<file path="config.mk">
export PLATFORM = sky130hd
export DESIGN_NAME = mtc_core
export DESIGN_NICKNAME = d
export VERILOG_FILES = /design/src/rtl/mtc_pkg.sv /design/src/rtl/mtc_core.sv /design/src/rtl/mtc_edge_cond.sv /design/src/rtl/mtc_result_mem.sv
export VERILOG_INCLUDE_DIRS = /design/src /design/src/rtl
export SDC_FILE = /design/constraint.sdc
export NUM_CORES = 1
export LEC_CHECK = 0
export BUFFER_PORTS_ARGS = -buffer_cell sky130_fd_sc_hd__buf_4
export CAP_MARGIN = 20
export CORE_MARGIN = 2
export CORE_UTILIZATION = 56
export DETAILED_ROUTE_END_ITERATION = 16
export GPL_ROUTABILITY_DRIVEN = 0
export HOLD_SLACK_MARGIN = 0.02
export PLACE_DENSITY = 0.77
export SYNTH_ARGS = -nofsm -noshare
export SYNTH_HDL_FRONTEND = slang
export SYNTH_SLANG_ARGS = --single-unit
export TNS_END_PERCENT = 30
</file>
<file path="constraint.sdc">
create_clock -name core_clk -period 3.6 [get_ports core_clk]
set_input_delay 0.72 -clock core_clk [delete_from_list [all_inputs] [get_ports core_clk]]
set_output_delay 0.72 -clock core_clk [all_outputs]
set_load 0.02 [all_outputs]
</file>
<file path="src/rtl/mtc_cfg.svh">
`ifndef MTC_CFG_SVH
`define MTC_CFG_SVH
// ************************************************************
// timing
// ************************************************************
`define MTC_CLK_PS 8000
`define MTC_LSB_PS 250
`define MTC_TO_LSB 65536
`define MTC_DEAD_PS 15000
`define MTC_LSB_PER_CYC (`MTC_CLK_PS / `MTC_LSB_PS)
`define MTC_TO_CYC (`MTC_TO_LSB / `MTC_LSB_PER_CYC)
`define MTC_DEAD_CYC ((`MTC_DEAD_PS + `MTC_CLK_PS - 1) / `MTC_CLK_PS)
`define MTC_HITS_PER_CH 4
`define MTC_START_IDX 8
// ************************************************************
// register offsets
// ************************************************************
`define MTC_ADR_CTRL 8'h00
`define MTC_ADR_STATUS 8'h04
`define MTC_ADR_IRQ_STAT 8'h08
`define MTC_ADR_IRQ_MASK 8'h0c
`define MTC_ADR_DIFF_CMD 8'h10
`define MTC_ADR_DIFF_LAST 8'h14
`define MTC_RES_REGION 3'h1
// ************************************************************
// fields and reset values
// ************************************************************
`define MTC_CTRL_QUEUE 0
`define MTC_CTRL_START_FALL 1
`define MTC_CTRL_STOP1_FALL 2
`define MTC_CTRL_STOP2_FALL 3
`define MTC_CTRL_CAL 4
`define MTC_CTRL_RST 5'h00
`define MTC_IRQ_HIT 0
`define MTC_IRQ_DONE 1
`define MTC_IRQ_TO 2
`define MTC_STAT_RUN 6
`define MTC_STAT_TO 7
`define MTC_STAT_CMD 8
`endif

</file>
<file path="src/rtl/mtc_pkg.sv">
package mtc_pkg;
    // ************************************************************
    // state types
    // ************************************************************
    typedef enum logic [1:0] {MS_IDLE = 2'b00, MS_RUN = 2'b01, MS_DONE = 2'b10} mtc_meas_t;
    typedef enum logic [1:0] {CMD_IDLE = 2'b00, CMD_LOW = 2'b01, CMD_HIGH = 2'b10} mtc_cmd_t;

    typedef struct packed {
        logic [1:0] pin_sync;
        logic pin_d;
        logic [1:0] en_sync;
        logic [1:0] hold;
        logic ev;
    } mtc_cond_t;

    typedef struct packed {
        logic [7:0][15:0] mem;
        logic [15:0] rdata;
    } mtc_mem_t;

    typedef struct packed {
        logic [4:0] ctrl;
        logic [2:0] irq_stat;
        logic [2:0] irq_mask;
        mtc_meas_t meas;
        logic timeout;
        logic [11:0] tcnt;
        logic [2:0] cnt1;
        logic [2:0] cnt2;
        logic [7:0][15:0] hits;
        logic [3:0] sel_a;
        logic [3:0] sel_b;
        logic [2:0] slot;
        logic [16:0] diff_last;
        mtc_cmd_t cmd;
        logic wb_busy;
        logic wb_ack;
        logic [31:0] wb_dat;
        logic irq;
    } mtc_core_t;
endpackage

</file>
<file path="src/rtl/mtc_core.sv">
// Added by the designer: the register addresses and the Wishbone slave port.
`timescale 1ns/10ps
`include "mtc_cfg.svh"
// Functional notes
// - two channels, 250 ps steps, sixteen-bit basic range
// - shared start; each channel records up to four stops after it
// - difference between any two of eight stops, or stop and start
// - cross-channel stops resolve differences down to zero
// - same-channel stop under 15 ns after previous one is dropped
// - later-first pairs give a negative difference
// - no last event within 2^16 steps of start means time-out
// - stop1-to-stop2 difference ignores start position, within time-out
// - queuing chains both channels into one eight-hit channel
// - queuing: channel 1 stops overflow into channel 2 storage
// - queuing: every edge on stop 2 input is ignored
// - active edge of each input selectable by configuration
// - each stop input has its own enable pin
// - store four calibrated or eight uncalibrated results
// - both channels share an identical resolution step
// - eight 16-bit result registers; calibrated value takes two
module mtc_core import mtc_pkg::*; (
    input wire logic core_clk,
    input wire logic arst_n,
    input wire logic ce,
    input wire logic start_pin,
    input wire logic stop1_pin,
    input wire logic stop2_pin,
    input wire logic stop1_en_pin,
    input wire logic stop2_en_pin,
    input wire logic wb_cyc_i,
    input wire logic wb_stb_i,
    input wire logic wb_we_i,
    input wire logic [7:0] wb_adr_i,
    input wire logic [3:0] wb_sel_i,
    input wire logic [31:0] wb_dat_i,
    output logic [31:0] wb_dat_o,
    output logic wb_ack_o,
    output logic irq
);
    mtc_core_t st_r;
    mtc_core_t st_nxt;
    logic start_ev;
    logic stop1_ev;
    logic stop2_ev;
    logic [15:0] res_rdata;
    logic mem_we;
    logic [2:0] mem_waddr;
    logic [15:0] mem_wdata;

    // ************************************************************
    // input conditioning, one identical path per input
    // ************************************************************
    mtc_edge_cond u_start (
        .core_clk(core_clk),
        .arst_n(arst_n),
        .ce(ce),
        .pin(start_pin),
        .en_pin(1'b1),
        .falling(st_r.ctrl[`MTC_CTRL_START_FALL]),
        .ev(start_ev)
    );

    mtc_edge_cond u_stop1 (
        .core_clk(core_clk),
        .arst_n(arst_n),
        .ce(ce),
        .pin(stop1_pin),
        .en_pin(stop1_en_pin),
        .falling(st_r.ctrl[`MTC_CTRL_STOP1_FALL]),
        .ev(stop1_ev)
    );

    mtc_edge_cond u_stop2 (
        .core_clk(core_clk),
        .arst_n(arst_n),
        .ce(ce),
        .pin(stop2_pin),
        .en_pin(stop2_en_pin),
        .falling(st_r.ctrl[`MTC_CTRL_STOP2_FALL]),
        .ev(stop2_ev)
    );

    mtc_result_mem u_res (
        .core_clk(core_clk),
        .arst_n(arst_n),
        .ce(ce),
        .we(mem_we),
        .waddr(mem_waddr),
        .wdata(mem_wdata),
        .raddr(wb_adr_i[4:2]),
        .rdata(res_rdata)
    );

    function automatic logic [15:0] hit_val(input logic [7:0][15:0] hits, input logic [3:0] idx);
        logic [15:0] v;
        v = 16'h0000;
        if (idx < 4'(`MTC_START_IDX)) begin
            v = hits[idx[2:0]];
        end
        return v;
    endfunction

    // ************************************************************
    // result write port
    // ************************************************************
    logic [2:0] slot_base;
    logic [31:0] diff_ext;

    always_comb begin
        slot_base = st_r.ctrl[`MTC_CTRL_CAL] ? {st_r.slot[2:1], 1'b0} : st_r.slot;
        diff_ext = {{15{st_r.diff_last[16]}}, st_r.diff_last};
        mem_we = (st_r.cmd != CMD_IDLE);
        mem_waddr = (st_r.cmd == CMD_HIGH) ? (slot_base | 3'h1) : slot_base;
        mem_wdata = (st_r.cmd == CMD_HIGH) ? diff_ext[31:16] : diff_ext[15:0];
    end

    // ************************************************************
    // next state
    // ************************************************************
    logic [15:0] stamp;
    logic [2:0] set_irq;
    logic [2:0] clr_irq;
    logic req;
    logic wr;
    logic [31:0] rd;
    logic queue;

    always_comb begin
        st_nxt = st_r;
        set_irq = 3'h0;
        clr_irq = 3'h0;
        rd = 32'h0000_0000;
        queue = st_r.ctrl[`MTC_CTRL_QUEUE];
        stamp = 16'(st_r.tcnt) * 16'(`MTC_LSB_PER_CYC);
        req = wb_cyc_i && wb_stb_i && !st_r.wb_busy && !st_r.wb_ack;
        wr = st_r.wb_ack && wb_cyc_i && wb_stb_i && wb_we_i;

        // measurement sequencing
        if (start_ev) begin
            st_nxt.meas = MS_RUN;
            st_nxt.tcnt = 12'h000;
            st_nxt.cnt1 = 3'h0;
            st_nxt.cnt2 = 3'h0;
            st_nxt.timeout = 1'b0;
        end else if (st_r.meas == MS_RUN) begin
            st_nxt.tcnt = st_r.tcnt + 12'h001;
            if (stop1_ev) begin
                if (st_r.cnt1 != 3'(`MTC_HITS_PER_CH)) begin
                    st_nxt.hits[st_r.cnt1] = stamp;
                    st_nxt.cnt1 = st_r.cnt1 + 3'h1;
                    set_irq[`MTC_IRQ_HIT] = 1'b1;
                end else if (queue && st_r.cnt2 != 3'(`MTC_HITS_PER_CH)) begin
                    st_nxt.hits[3'(`MTC_HITS_PER_CH) + st_r.cnt2] = stamp;
                    st_nxt.cnt2 = st_r.cnt2 + 3'h1;
                    set_irq[`MTC_IRQ_HIT] = 1'b1;
                end
            end
            if (stop2_ev && !queue && st_r.cnt2 != 3'(`MTC_HITS_PER_CH)) begin
                st_nxt.hits[3'(`MTC_HITS_PER_CH) + st_r.cnt2] = stamp;
                st_nxt.cnt2 = st_r.cnt2 + 3'h1;
                set_irq[`MTC_IRQ_HIT] = 1'b1;
            end
            if (st_nxt.cnt1 == 3'(`MTC_HITS_PER_CH) && st_nxt.cnt2 == 3'(`MTC_HITS_PER_CH)) begin
                st_nxt.meas = MS_DONE;
                set_irq[`MTC_IRQ_DONE] = 1'b1;
            end else if (st_r.tcnt == 12'(`MTC_TO_CYC - 1)) begin
                st_nxt.meas = MS_DONE;
                st_nxt.timeout = 1'b1;
                set_irq[`MTC_IRQ_DONE] = 1'b1;
                set_irq[`MTC_IRQ_TO] = 1'b1;
            end
        end

        // difference command sequencing
        case (st_r.cmd)
            CMD_IDLE: begin
                st_nxt.cmd = CMD_IDLE;
            end
            CMD_LOW: begin
                st_nxt.cmd = st_r.ctrl[`MTC_CTRL_CAL] ? CMD_HIGH : CMD_IDLE;
            end
            CMD_HIGH: begin
                st_nxt.cmd = CMD_IDLE;
            end
            default: begin
                st_nxt.cmd = CMD_IDLE;
            end
        endcase

        // register read mux
        if (wb_adr_i[7:5] == `MTC_RES_REGION) begin
            rd = {16'h0000, res_rdata};
        end else begin
            case (wb_adr_i)
                `MTC_ADR_CTRL: begin
                    rd = {27'h0, st_r.ctrl};
                end
                `MTC_ADR_STATUS: begin
                    rd = {26'h0, st_r.cnt2, st_r.cnt1};
                    rd[`MTC_STAT_RUN] = (st_r.meas == MS_RUN);
                    rd[`MTC_STAT_TO] = st_r.timeout;
                    rd[`MTC_STAT_CMD] = (st_r.cmd != CMD_IDLE);
                end
                `MTC_ADR_IRQ_STAT: begin
                    rd = {29'h0, st_r.irq_stat};
                end
                `MTC_ADR_IRQ_MASK: begin
                    rd = {29'h0, st_r.irq_mask};
                end
                `MTC_ADR_DIFF_CMD: begin
                    rd = {21'h0, st_r.slot, st_r.sel_b, st_r.sel_a};
                end
                `MTC_ADR_DIFF_LAST: begin
                    rd = {{15{st_r.diff_last[16]}}, st_r.diff_last};
                end
                default: begin
                    rd = 32'h0000_0000;
                end
            endcase
        end

        // wishbone slave: latch request, answer on the following edge
        st_nxt.wb_ack = 1'b0;
        if (req) begin
            st_nxt.wb_busy = 1'b1;
        end
        if (st_r.wb_busy) begin
            st_nxt.wb_busy = 1'b0;
            st_nxt.wb_ack = 1'b1;
            st_nxt.wb_dat = wb_we_i ? 32'h0000_0000 : rd;
        end
        if (wr && wb_adr_i == `MTC_ADR_CTRL && wb_sel_i[0]) begin
            st_nxt.ctrl = wb_dat_i[4:0];
        end
        if (wr && wb_adr_i == `MTC_ADR_IRQ_MASK && wb_sel_i[0]) begin
            st_nxt.irq_mask = wb_dat_i[2:0];
        end
        if (wr && wb_adr_i == `MTC_ADR_IRQ_STAT && wb_sel_i[0]) begin
            clr_irq = wb_dat_i[2:0];
        end
        if (wr && wb_adr_i == `MTC_ADR_DIFF_CMD && st_r.cmd == CMD_IDLE && (|wb_sel_i[1:0])) begin
            st_nxt.sel_a = wb_sel_i[0] ? wb_dat_i[3:0] : st_r.sel_a;
            st_nxt.sel_b = wb_sel_i[0] ? wb_dat_i[7:4] : st_r.sel_b;
            st_nxt.slot = wb_sel_i[1] ? wb_dat_i[10:8] : st_r.slot;
            st_nxt.cmd = CMD_LOW;
            // common start base cancels for stop-to-stop pairs
            st_nxt.diff_last = 17'({1'b0, hit_val(st_r.hits, st_nxt.sel_b)})
                - 17'({1'b0, hit_val(st_r.hits, st_nxt.sel_a)});
        end

        // sticky events, set wins over clear
        st_nxt.irq_stat = (st_r.irq_stat & ~clr_irq) | set_irq;
        st_nxt.irq = |(st_nxt.irq_stat & st_nxt.irq_mask);
    end

    always_ff @(posedge core_clk or negedge arst_n) begin
        if (!arst_n) begin
            st_r <= '0;
            st_r.ctrl <= `MTC_CTRL_RST;
            st_r.meas <= MS_IDLE;
            st_r.cmd <= CMD_IDLE;
        end else if (ce) begin
            st_r <= st_nxt;
        end
    end

    assign wb_dat_o = st_r.wb_dat;
    assign wb_ack_o = st_r.wb_ack;
    assign irq = st_r.irq;
endmodule

</file>
<file path="src/rtl/mtc_edge_cond.sv">
`timescale 1ns/10ps
`include "mtc_cfg.svh"
module mtc_edge_cond import mtc_pkg::*; (
    input wire logic core_clk,
    input wire logic arst_n,
    input wire logic ce,
    input wire logic pin,
    input wire logic en_pin,
    input wire logic falling,
    output logic ev
);
    mtc_cond_t st_r;
    mtc_cond_t st_nxt;
    logic lvl;
    logic lvl_d;

    // ************************************************************
    // sync, polarity, enable window, recovery holdoff
    // ************************************************************
    always_comb begin
        st_nxt = st_r;
        st_nxt.pin_sync = {st_r.pin_sync[0], pin};
        st_nxt.en_sync = {st_r.en_sync[0], en_pin};
        st_nxt.pin_d = st_r.pin_sync[1];
        lvl = st_r.pin_sync[1] ^ falling;
        lvl_d = st_r.pin_d ^ falling;
        st_nxt.ev = lvl && !lvl_d && st_r.en_sync[1] && (st_r.hold == 2'h0);
        if (st_nxt.ev) begin
            st_nxt.hold = 2'(`MTC_DEAD_CYC - 1);
        end else if (st_r.hold != 2'h0) begin
            st_nxt.hold = st_r.hold - 2'h1;
        end
    end

    always_ff @(posedge core_clk or negedge arst_n) begin
        if (!arst_n) begin
            st_r <= '0;
        end else if (ce) begin
            st_r <= st_nxt;
        end
    end

    assign ev = st_r.ev;
endmodule

</file>
<file path="src/rtl/mtc_result_mem.sv">
`timescale 1ns/10ps
module mtc_result_mem import mtc_pkg::*; (
    input wire logic core_clk,
    input wire logic arst_n,
    input wire logic ce,
    input wire logic we,
    input wire logic [2:0] waddr,
    input wire logic [15:0] wdata,
    input wire logic [2:0] raddr,
    output logic [15:0] rdata
);
    mtc_mem_t st_r;
    mtc_mem_t st_nxt;

    // ************************************************************
    // eight result words, registered read
    // ************************************************************
    always_comb begin
        st_nxt = st_r;
        if (we) begin
            st_nxt.mem[waddr] = wdata;
        end
        st_nxt.rdata = st_r.mem[raddr];
    end

    always_ff @(posedge core_clk or negedge arst_n) begin
        if (!arst_n) begin
            st_r <= '0;
        end else if (ce) begin
            st_r <= st_nxt;
        end
    end

    assign rdata = st_r.rdata;
endmodule

</file>
* Yosys cells after proc, flatten, opt, wreduce, memory -nomap -nowiden
Index checks and enable logic that the tools add are counted.
** Storage, ports and cells
- Bits of input ports :: 55
- Bits in registers :: 393
** Cells by class
- Eq/ne operators :: 15
- $add $sub $neg :: 8
- Reduce and logical (&&, ||, !) cells :: 66
- Mux-type cells :: 65
- Bitwise gates (word level) :: 11
- $lt $le $gt $ge :: 11
** Operators with widths (number)
- two-way mux 131 bit :: 4
- bitwise mux 128 bit :: 4
- two-way mux 134 bit :: 3
- one-hot mux 32 bit (6 select lines) :: 1
- two-way mux 16 bit :: 11
- two-way mux 149 bit :: 1
- binary-select mux 16 bit (select 3 bit) :: 3
- demux 16 bit (select 3 bit) :: 3
- two-way mux 128 bit :: 1
- two-way mux 32 bit :: 2
- two-way mux 34 bit :: 1
- logical AND 1 bit :: 31
- less-than comparator 3 x 4 -> 1 bit (second input constant) :: 6
- two-way mux 2 bit :: 11
- two-way mux 21 bit :: 1
- two-way mux 3 bit :: 7
- nonzero test 2 bit :: 9
- subtractor 16 x 16 -> 17 bit :: 1
- == test 8 x 4 -> 1 bit (second input constant) :: 2
- == test 8 x 5 -> 1 bit (second input constant) :: 2
- AND reduction 2 bit :: 8
- adder 12 x 1 -> 12 bit (second input constant) :: 1
- == test 12 x 11 -> 1 bit (second input constant) :: 1
- two-way mux 1 bit :: 10
- other kinds (26) :: 52

* Logic depth before layout (Yosys ltp)
Gate-level depths: netlist of the first run.
- Word-level depth :: 23
- Gate-level depth with buffers :: 14

* Modules after synthesis
From an unflattened synthesis of the first run, not the netlist that was laid out.
** Unflattened totals
- Cell total of the unflattened synthesis :: 1639
- Area, all modules :: 19655.1 um2
** Modules (own cells, without submodules)
- mtc_core :: cells an instance 1088, instances 1, area an instance 12041.5 um2
- mtc_result_mem :: cells an instance 479, instances 1, area an instance 6592.6 um2
- mtc_edge_cond :: cells an instance 24, instances 3, area an instance 340.3 um2

* Worst setup path before layout of the first run
No wires, ideal clock.
- Kind :: in2reg
- From :: input port wb_sel_i[0]
- To :: register st_r (netlist bit diff_ext[15])
- Path slack :: -0.569 ns
- Path buffers :: 1
- Library setup time :: 0.121 ns
- Data arrival time :: 4.048 ns
- Stages on the path :: 12
- Cells stage by stage :: mux2i_1 -> buf_2 -> mux4_2 -> mux2_2 -> nand2_1 -> ha_1 -> nor2b_1 -> o2111a_1 -> o211a_1 -> a2111oi_0 -> o21ai_0 -> a22o_1
** Between the ends
- Longest elaborated chain between the ends :: 6
- Elaborated cells on any way between the ends :: 16
** RTL lines
- start: declaration :: RTL line mtc_core.sv:34 : input wire logic [3:0] wb_sel_i,
- two-way mux 4 bit, on equally long branches :: RTL line mtc_core.sv:243, mtc_core.sv:242
- binary-select mux 16 bit (select 3 bit) :: RTL line mtc_core.sv:98 : v = hits[idx[2:0]];
- two-way mux 16 bit (not written as such) :: RTL line mtc_core.sv:98
- two-way mux 16 bit :: RTL line mtc_core.sv:97 : if (idx < 4'(`MTC_START_IDX)) begin
- two-way mux 16 bit :: RTL line mtc_core.sv:241 : if (wr && wb_adr_i == `MTC_ADR_DIFF_CMD && st_r.cmd == CMD_IDLE && (|wb_sel_i[1:0])) begin
- subtractor 16 x 16 -> 17 bit :: RTL line mtc_core.sv:248 : - 17'({1'b0, hit_val(st_r.hits, st_nxt.sel_a)});
- end signal: assignment :: RTL line mtc_core.sv:263 : st_r <= st_nxt;
- end: declaration :: RTL line mtc_core.sv:40 : mtc_core_t st_r;
Several ways; a longest one is shown, not always the timed one. The select of a mux whose other input is x is not followed.
A chain may end at the register's enable or synchronous reset.

* Final worst setup path of the first run
- From :: input port wb_sel_i[0]
- To :: register st_r (netlist bit diff_ext[14])
The elaborated chain is that of the path after synthesis.

==> results of run 1 <==
[metrics by stage]
| step | utilization, % | instances | cell area, µm² | total power [µW] |
|---|---|---|---|---|
| global route | 64.5 | 2227 | 21600 | 10400 |
| floorplan | - | 1685 | 19100 | 5520 |
| CTS | 64.5 | 2227 | 21600 | 10100 |
| detailed placement | 60.7 | 2157 | 20400 | 6050 |
| finish | 64.5 | 2227 | 21600 | 9990 |
| global placement | 60.7 | 2157 | 20400 | 6010 |
[layout by cell type, fill, tap and decap left out, types with 8 or more instances in the layout]
| cell | count |
|---|---|
| a21o_1 | 11 |
| a21oi_1 | 174 |
| a22o_1 | 12 |
| a22oi_1 | 21 |
| and2_1 | 36 |
| and3_1 | 10 |
| buf_12 | 10 |
| buf_4 | 155 |
| clkbuf_1 | 11 |
| clkbuf_16 | 41 |
| clkbuf_8 | 10 |
| dfrtp_1 | 378 |
| ha_1 | 21 |
| inv_1 | 23 |
| mux2_1 | 9 |
| mux2_2 | 120 |
| mux2i_1 | 23 |
| mux4_2 | 96 |
| nand2_1 | 155 |
| nand3_1 | 19 |
| nor2_1 | 164 |
| nor2b_1 | 19 |
| nor3_1 | 11 |
| o21a_1 | 9 |
| o21ai_0 | 100 |
| o21ai_1 | 8 |
| xnor2_1 | 8 |
[sequential cells by signal, indices dropped and copies added, names as in the netlist, 4 cells and up]
register	count
u_res.rdata	16
st_r	173
u_start.st_r	4
u_res.st_r	128
u_stop1.st_r	4
wb_dat_o	17
diff_ext	17
u_stop2.st_r	4
[per-layer routing]
metal | track usage [%] | part of all wire [%]
met3 | 4.54 | 7.5
met4 | 10.4 | 3.6
met5 | 0 | 0
met2 | 43.1 | 47
met1 | 36.8 | 41
[power by group]
group / switching [µW] / internal [µW]
clock: 1630 / 2370
sequential: 190 / 4410
combinational: 724 / 659
total: 2550 / 7440
[final cells by class]
cell class / count / area (µm²)
fill: 2505 / 11900
clock inverter: 8 / 75.1
inverter: 24 / 90.1
clock buffer: 62 / 1200
multi-input combinational: 1141 / 8860
timing repair buffer: 166 / 1380
tap: 448 / 561
sequential: 378 / 9460
[path summary, 6_finish.rpt]
check                             startpoint                end  slack, ns
max                              wb_sel_i[0]       diff_ext[14]       0.17
min                                   arst_n          st_r[198]       0.18
max reg2reg                         st_r[61]       diff_ext[14]       0.23
min reg2reg                u_start.st_nxt[4]  u_start.st_nxt[4]       0.46
max in group asynchronous             arst_n          st_r[131]       2.52
min in group core_clk           wb_dat_i[10]           st_r[56]       0.41
[cells by family after synthesis]
kind of cell               count (synthesis)  share of synthesized area, %
AOI/OAI and AO/OA                        389                          12.2
xor gates and xnor gates                  13                         0.597
adders and majority gates                 22                          1.48
buffers and inverters                    166                          4.36
DFF                                      378                          49.6
muxes                                    254                          20.6
and+or+nand+nor                          463                          11.2
==> run metrics, run 1 <==
status finished, final reports clean; hold_ws 0.181 ns; Clk pin slew, worst setup/hold paths 0.06 ns; CTS Buf Count 40; Final TNS setup 0 ns; syn avg cell area 11.3 µm²; Leakage 0.00999 µW; WP depth 15; normalized max-slew margin 42.9%; post-route minimum period 3.43 ns; synth top area cells dfrtp_1, mux4_2, mux2_2; antenna violations before repair 0; final setup vio count 0; CP max stage cell fa_1; Tcrit/Tclk final 95.3%; largest net degree at the start of global routing 87; Layout Nets 1,828; Yosys cell types 84; Slew Viols, Final 0; # port buffers 65; largest area contributor in the netlist dfrtp_1; root buffer cell clkbuf_16; top-area cell type share of the netlist area 49.6%; number of H-tree levels 2; Worst path max stage delay 0.44 ns; Die Y 188 µm; Post-synth top cells dfrtp_1, a21oi_1, nor2_1; Ys Warns 0; most common cell in the netlist dfrtp_1; Post-Syn Area 19,100 µm²; DIE WIDTH 188 µm; Clock Path Buffers 3; average wire per cell in the routed design 20.8 µm; Crit Path Max Fanout 9; Initial Util 56.8%; Layout Skew 0.0201 ns; Std-Cell Rows 67; CTS tree built; r2r worst-path depth 12; fraction of layout cells with a size suffix above 1 27.0%; Worst path top cell family by delay compound AO/OA/AOI/OAI gates; clk sinks 378; power density over the cells 462 nW/µm²; # IOs 89; Critical Path, Cell by Cell buf_4 -> buf_4 -> mux2i_4 -> mux4_2 -> nand2_1 -> a21o_1 -> ha_1 -> inv_1 -> fa_1 -> a21o_1 -> a21oi_2 -> o21a_1 -> o221ai_1 -> xnor2_1 -> o21ai_0; total iterations of the first detailed-routing run 5; max frequency 291 MHz; Main synth FF type dfrtp_1; worst slack, placed -0.369 ns; Async S/R FF share, synth 100%; endpoint type of the worst setup path flop; ant diodes 0; Gate Count Post-Synth 1,685; CP startpoint kind input port; first-pass GRT wire length 75,300 µm; kind of critical path input port to flop; vias in the first global route 13,900; number of flops mapped to enable cells by yosys 0; Area Overhead vs Synth 13.5%; dpl hpwl 30,400 µm; RSZ-0062 raised after global routing no; Seq/Total Area, Yosys 49.6%; clk_lat worst skew 0.54 ns; Via density 6.19; Final Hold Fails 0; post-cts resize count 0; area of the core 33,500 µm²; #FFs+latches synth 378; Hold Crit Class input port to async pin; CP bufs+invs 3; Max Cap Viol 0; Iter 0 DRT Violations 1,151; Worst Max-Slew Pin Slew 0.856 ns; CP Data Required Time 4.00 ns; GRT overflow 0; Vias 13,800; Max rail drop VDD 0.000333 V; Syn Nets 1,762; setup ws final 0.169 ns; CTS Hold Bufs 0; die area 35,500 µm²; Detailed Route WL 46,400 µm; DRC viols 0; post-CTS setup buffers 0; Global Route Usage Sum 26.8%; antenna-violating nets left 0; data arrival time of the critical path 3.83 ns
(Power assumes the default switching activity.)
==> run 2: changes to the inputs <==
--- a/config.mk
+++ b/config.mk
@@ -8,12 +8,13 @@
 export LEC_CHECK = 0
 export BUFFER_PORTS_ARGS = -buffer_cell sky130_fd_sc_hd__buf_4
 export CAP_MARGIN = 20
-export CORE_MARGIN = 2
+export CORE_MARGIN = 5
 export CORE_UTILIZATION = 56
 export DETAILED_ROUTE_END_ITERATION = 16
 export GPL_ROUTABILITY_DRIVEN = 0
 export HOLD_SLACK_MARGIN = 0.02
 export PLACE_DENSITY = 0.77
+export REMOVE_ABC_BUFFERS = 1
 export SYNTH_ARGS = -nofsm -noshare
 export SYNTH_HDL_FRONTEND = slang
 export SYNTH_SLANG_ARGS = --single-unit
==> run 2 against run 1 <==
Worst setup slack got worse by 0.10 ns. Routed wire length rose by 5.5%. Critical path depth fell by 1. Clock power rose by 13%. Clock skew rose by 0.021 ns. Via count rose by 2.7%. Critical endpoint is now diff_ext[11].
==> run metrics, run 2 (synthesis results as in run 1) <==
antenna violations before repair 0 (unchanged); # port buffers 65 (unchanged); Max rail drop VDD 0.000434 V (+30%); total iterations of the first detailed-routing run 7 (+2); number of H-tree levels 2 (unchanged); Global Route Usage Sum 25.7% (-1.1 points); Max Cap Viol 0 (unchanged); power density over the cells 481 nW/µm² (+4.1%); area of the core 33,500 µm² (unchanged); final setup vio count 0 (unchanged); Slew Viols, Final 0 (unchanged); Initial Util 56.8% (unchanged); Layout Nets 1,850 (+1.2%); clk_lat worst skew 0.56 ns (+0.02 ns); average wire per cell in the routed design 21.7 µm (+4.3%); Hold Crit Class input port to async pin; Worst path max stage delay 0.50 ns (+0.06 ns); dpl cells 2,170 (+0.60%); post-route insts no fill 2,253 (+1.2%); Via density 6.28 (+1.5%); Clock Path Buffers 3 (unchanged); GRT overflow 0 (unchanged); most frequent CP cell buf_4; CTS tree built; Biggest register st_r; antenna-violating nets left 0 (unchanged); DIE WIDTH 194 µm (+3.2%); Tcrit/Tclk final 98.1% (+2.8 points); CTS Hold Bufs 0 (unchanged); Layout Skew 0.0406 ns (+0.0206 ns); worst slack, placed -0.495 ns (-0.127 ns); RSZ-0062 raised after global routing yes; first-pass GRT wire length 78,400 µm (+4.1%); CP startpoint kind flop; setup ws final 0.0672 ns (-0.102 ns); max frequency 283 MHz (-2.9%); largest registers st_r (173), u_res.st_r (128); Post-DP Area 20,500 µm² (+0.55%); cell area after layout 22,100 µm² (+2.0%); Crit Path Max Fanout 9 (unchanged); Std-Cell Rows 67 (unchanged); data arrival time of the critical path 3.97 ns (+0.14 ns); CP max stage cell mux4_2; Final Hold Fails 0 (unchanged); max FFs per register 173 (unchanged); CP Data Required Time 4.04 ns (+0.04 ns); fillers 2,413 (-3.7%); dpl hpwl 31,900 µm (+5.1%); commonest non-fill, non-tap cell in the layout dfrtp_1; clk sinks 378 (unchanged); Die Y 194 µm (+3.2%); largest net degree at the start of global routing 96 (+10%); post-route minimum period 3.53 ns (+0.102 ns); vias in the first global route 14,300 (+2.8%); Worst Max-Slew Pin Slew 0.944 ns (+0.0873 ns); Iter 0 DRT Violations 1,301 (+13%); Total Power 10,600 µW (+6.2%); hold_ws 0.141 ns (-0.0401 ns); die area 37,800 µm² (+6.5%); ant diodes 0 (unchanged); status finished, final reports clean; DRC viols 0 (unchanged); Critical Path, Cell by Cell mux2i_4 -> buf_4 -> buf_12 -> mux4_2 -> mux2_2 -> nand2_1 -> ha_1 -> nor2b_1 -> o2111a_1 -> buf_4 -> o211ai_1 -> a31oi_1 -> xor2_1 -> mux2_4; CTS Buf Count 40 (unchanged); commonest non-fill, non-tap cells in the layout dfrtp_1, a21oi_1, buf_4, nor2_1, nand2_1; Vias 14,100 (+2.7%); CP bufs+invs 3 (unchanged); normalized max-slew margin 37.1% (-5.8 points); Clk pin slew, worst setup/hold paths 0.06 ns (about the same); endpoint type of the worst setup path flop; root buffer cell clkbuf_16; # IOs 89 (unchanged); kind of critical path flop to flop; Leakage 0.0102 µW (+2.2%); fraction of layout cells with a size suffix above 1 28.6% (+1.7 points); Area Overhead vs Synth 15.8%; Detailed Route WL 48,900 µm (+5.5%); Worst path top cell family by delay multiplexers
## run 2: cell types whose count changed in the layout (fill, tap and decap cells not counted), moves of 2 or more
cell        before  now
bufinv_16        1    8
buf_12          10   13
inv_6            2    0
clkinvlp_4       1    4
clkbuf_1        11    5
clkbuf_8        10    5
clkinv_2         4    9
buf_4          155  172
## run 2: per-stage QoR
| step | util (%) | setup TNS [ns] |
|---|---|---|
| 3_5_place_dp | 61.0 | -3.62 |
| 2_1_floorplan | - | -39.73 |
| 4_1_cts | 65.4 | 0 |
| 5_1_grt | 65.8 | -0.105 |
| 6_report | 65.8 | 0 |
| 3_3_place_gp | 61.0 | -2.70 |
## run 2: worst reg2reg max path, cell delays in order (launching register included)
cell and delay (ns):
dfrtp_1 0.42, mux2i_4 0.16, buf_4 0.14, buf_12 0.13, mux4_2 0.51, mux2_2 0.29
nand2_1 0.11, ha_1 0.24, nor2b_1 0.14, o2111a_1 0.24, buf_4 0.14, o211ai_1 0.26
a31oi_1 0.16, xor2_1 0.19, mux2_4 0.28
## run 2: cell type report
type                            count  area, µm²  area share [%]
Sequential cell                   378       9460            42.9
Multi-Input combinational cell   1141       8890            40.3
Timing Repair Buffer              188       1600            7.26
Clock buffer                       50       1090            4.93
Tap cell                          448        561            2.54
Clock inverter                     24        382            1.73
Inverter                           24       90.1           0.408
## run 2: timing repair
item | 4_1_cts | 5_1_grt
endpoints found under the hold margin | 0 | 0
setup buffers | 0 | 8
setup endpoints to repair | 2 | 7
gates cloned | 0 | 1
resized for setup | 2 | 10
pin swaps | 0 | 3
## run 2: path summary, 6_finish.rpt
kind	start	end	slack, ns	cells past startpoint
worst max-delay path	st_r[61]	diff_ext[11]	0.07	14
worst min-delay path	arst_n	u_stop2.st_r[4]	0.14	1
worst max register to register	st_r[61]	diff_ext[11]	0.07	14
worst min register to register	u_start.st_nxt[4]	u_start.st_nxt[4]	0.47	1
max in group asynchronous	arst_n	st_r[68]	2.52	2
min in group core_clk	stop1_en_pin	u_stop1.st_nxt[4]	0.40	2
## run 2: layer usage
| metal | routed length, µm | part of all wire (%) | GRT usage [%] |
|---|---|---|---|
| met5 | 0 | 0 | 0 |
| met4 | 1650 | 3.4 | 9.40 |
| met3 | 3570 | 7.3 | 4.71 |
| met2 | 23800 | 49 | 42.1 |
| met1 | 19900 | 41 | 34.6 |
## run 2: power breakdown
part,switching [µW],internal (µW)
clock network,1770,2750
logic,775,711
registers,197,4410
total,2740,7880
==> run 3: changes to the inputs <==
--- a/config.mk
+++ b/config.mk
@@ -13,6 +13,7 @@
 export DETAILED_ROUTE_END_ITERATION = 16
 export GPL_ROUTABILITY_DRIVEN = 0
 export HOLD_SLACK_MARGIN = 0.02
+export MAX_ROUTING_LAYER = met4
 export PLACE_DENSITY = 0.77
 export REMOVE_ABC_BUFFERS = 1
 export SYNTH_ARGS = -nofsm -noshare
==> run 3 against run 2 <==
Total power barely moved. Critical endpoint unchanged. Highest routed layer unchanged. Worst hold slack improved by 0.0033 ns. Sequential share of layout area about the same. First-iteration DRC count is 12% higher. Register-to-register slack about the same. Critical path depth unchanged. Global-route usage up 0.84 points. Worst setup slack improved by 0.0037 ns. Clock skew decreased by 0.0012 ns.
==> run metrics, run 3 (synthesis results as in run 1) <==
Worst Max-Slew Pin Slew 0.943 ns (-0.000333 ns); RSZ-0062 raised after global routing yes; largest net degree at the start of global routing 96 (unchanged); number of H-tree levels 2 (unchanged); # port buffers 65 (unchanged); vias in the first global route 14,200 (-0.32%); register area 9460 µm² (about the same); clk sinks 378 (unchanged); Hold Crit Class input port to async pin; CP startpoint kind flop; fillers 2,414 (+0.041%); commonest non-fill, non-tap cell in the layout dfrtp_1; Biggest register st_r; area of the core 33,500 µm² (unchanged); fraction of layout cells with a size suffix above 1 28.5% (-0.11 points); hold_ws 0.144 ns (+0.00334 ns); Die Y 194 µm (unchanged); Max rail drop VDD 0.000438 V (+0.86%); CTS tree built; Iter 0 DRT Violations 1,462 (+12%); GRT overflow 0 (unchanged); Vias 14,100 (-0.47%); total iterations of the first detailed-routing run 5 (-2); DRC viols 0 (unchanged); max frequency 283 MHz (+0.10%); final setup vio count 0 (unchanged); normalized max-slew margin 37.1% (about the same); # IOs 89 (unchanged); data arrival time of the critical path 3.96 ns (about the same); Worst R2R Setup Slack 0.07 ns (about the same); CTS Buf Count 40 (unchanged); Max Cap Viol 0 (unchanged); kind of critical path flop to flop; clk_lat worst skew 0.56 ns (about the same); DIE WIDTH 194 µm (unchanged); Leakage 0.0102 µW (about the same); Layout Nets 1,850 (unchanged); Std-Cell Rows 67 (unchanged); antenna violations before repair 0 (unchanged); Detailed Route WL 48,900 µm (about the same); root buffer cell clkbuf_16; Slew Viols, Final 0 (unchanged); first-pass GRT wire length 78,500 µm (+0.20%); commonest non-fill, non-tap cells in the layout dfrtp_1, a21oi_1, buf_4, nor2_1, nand2_1; power density over the cells 481 nW/µm² (about the same); CTS Hold Bufs 0 (unchanged); Via density 6.25 (-0.47%); CP Data Required Time 4.03 ns (about the same); die area 37,800 µm² (unchanged); Global Route Usage Sum 26.5% (+0.84 points); dpl hpwl 31,900 µm (unchanged); Crit Path Max Fanout 9 (unchanged); dpl cells 2,170 (unchanged); average wire per cell in the routed design 21.7 µm (about the same); Initial Util 56.8% (unchanged); Clk pin slew, worst setup/hold paths 0.06 ns (about the same); post-route insts no fill 2,253 (unchanged); area of the multi-input gates 8880 µm² (about the same); Final Util 65.8% (about the same); Layout Skew 0.0395 ns (-0.00115 ns); antenna-violating nets left 0 (unchanged); Clock Path Buffers 3 (unchanged); Final Hold Fails 0 (unchanged); largest registers st_r (173), u_res.st_r (128); endpoint type of the worst setup path flop; post-route minimum period 3.53 ns (-0.00371 ns); status finished, final reports clean; Area Overhead vs Synth 15.8% (about the same); Tcrit/Tclk final 98.0% (-0.10 points); max FFs per register 173 (unchanged); ant diodes 0 (unchanged)
[run 3: cell counts in the layout (fill, tap and decap cells not counted)]
Identical to the previous run, type by type.
[run 3: path summary, 6_finish.rpt]
check / from / endpoint / depth (start not counted)
worst max-delay path: st_r[61] / diff_ext[11] / 14
worst min register to register: u_start.st_nxt[4] / u_start.st_nxt[4] / 1
worst min-delay path: arst_n / u_stop2.st_nxt[4] / 1
max in group asynchronous: arst_n / st_r[65] / 2
worst max register to register: st_r[61] / diff_ext[11] / 14
min in group core_clk: stop1_en_pin / u_stop1.st_nxt[4] / 2
[run 3: cell type report]
| class | instances | area share (%) |
|---|---|---|
| flip-flops and latches | 378 | 42.9 |
| multi-input cells | 1141 | 40.3 |
| clock buffers | 50 | 4.93 |
| inverters | 24 | 0.408 |
| clock inverters | 24 | 1.73 |
| well taps | 448 | 2.54 |
| repair buffers | 188 | 7.26 |
[run 3: repair_timing]
action,CTS,global route
buffers inserted,0,8
pin swaps,0,3
setup endpoints to repair,2,7
resized for setup,2,8
cloned,0,1
[run 3: worst max-delay path, cell delays in order, from the launching register on]
cell,delay [ns]
dfrtp_1,0.42
mux2i_4,0.16
buf_4,0.14
buf_12,0.13
mux4_2,0.50
mux2_2,0.29
nand2_1,0.11
ha_1,0.24
nor2b_1,0.14
o2111a_1,0.24
buf_4,0.14
o211ai_1,0.25
a31oi_1,0.16
xor2_1,0.19
mux2_4,0.28
[run 3: power by group]
group / total [µW] / switching [µW] / internal, µW / leakage [µW]
Combinational: 1480 / 770 / 708 / 0.00434
Sequential: 4610 / 197 / 4410 / 0.00516
Clock: 4530 / 1770 / 2750 / 0.000712
Total: 10600 / 2740 / 7870 / 0.0102
[run 3: per-stage QoR]
| stage | setup slack (ns) | setup TNS (ns) | total power (µW) | instance area, µm² |
|---|---|---|---|---|
| floorplan | -2.81 | -39.73 | 5410 | 18300 |
| global placement | -0.445 | -2.70 | 6010 | 20500 |
| global route | -0.0394 | -0.130 | 11000 | 22100 |
| finish | 0.0709 | 0 | 10600 | 22100 |
| CTS | 0.0378 | 0 | 10600 | 21900 |
| detailed placement | -0.495 | -3.62 | 6070 | 20500 |
[run 3: per-layer routing]
metal	routed length, µm	global-route usage [%]	up-vias
met5	0	-	-
met4	1620	9.40	0
met3	3540	4.71	131
met2	23900	42.0	580
met1	19900	35.0	7139
li1	-	-	6229
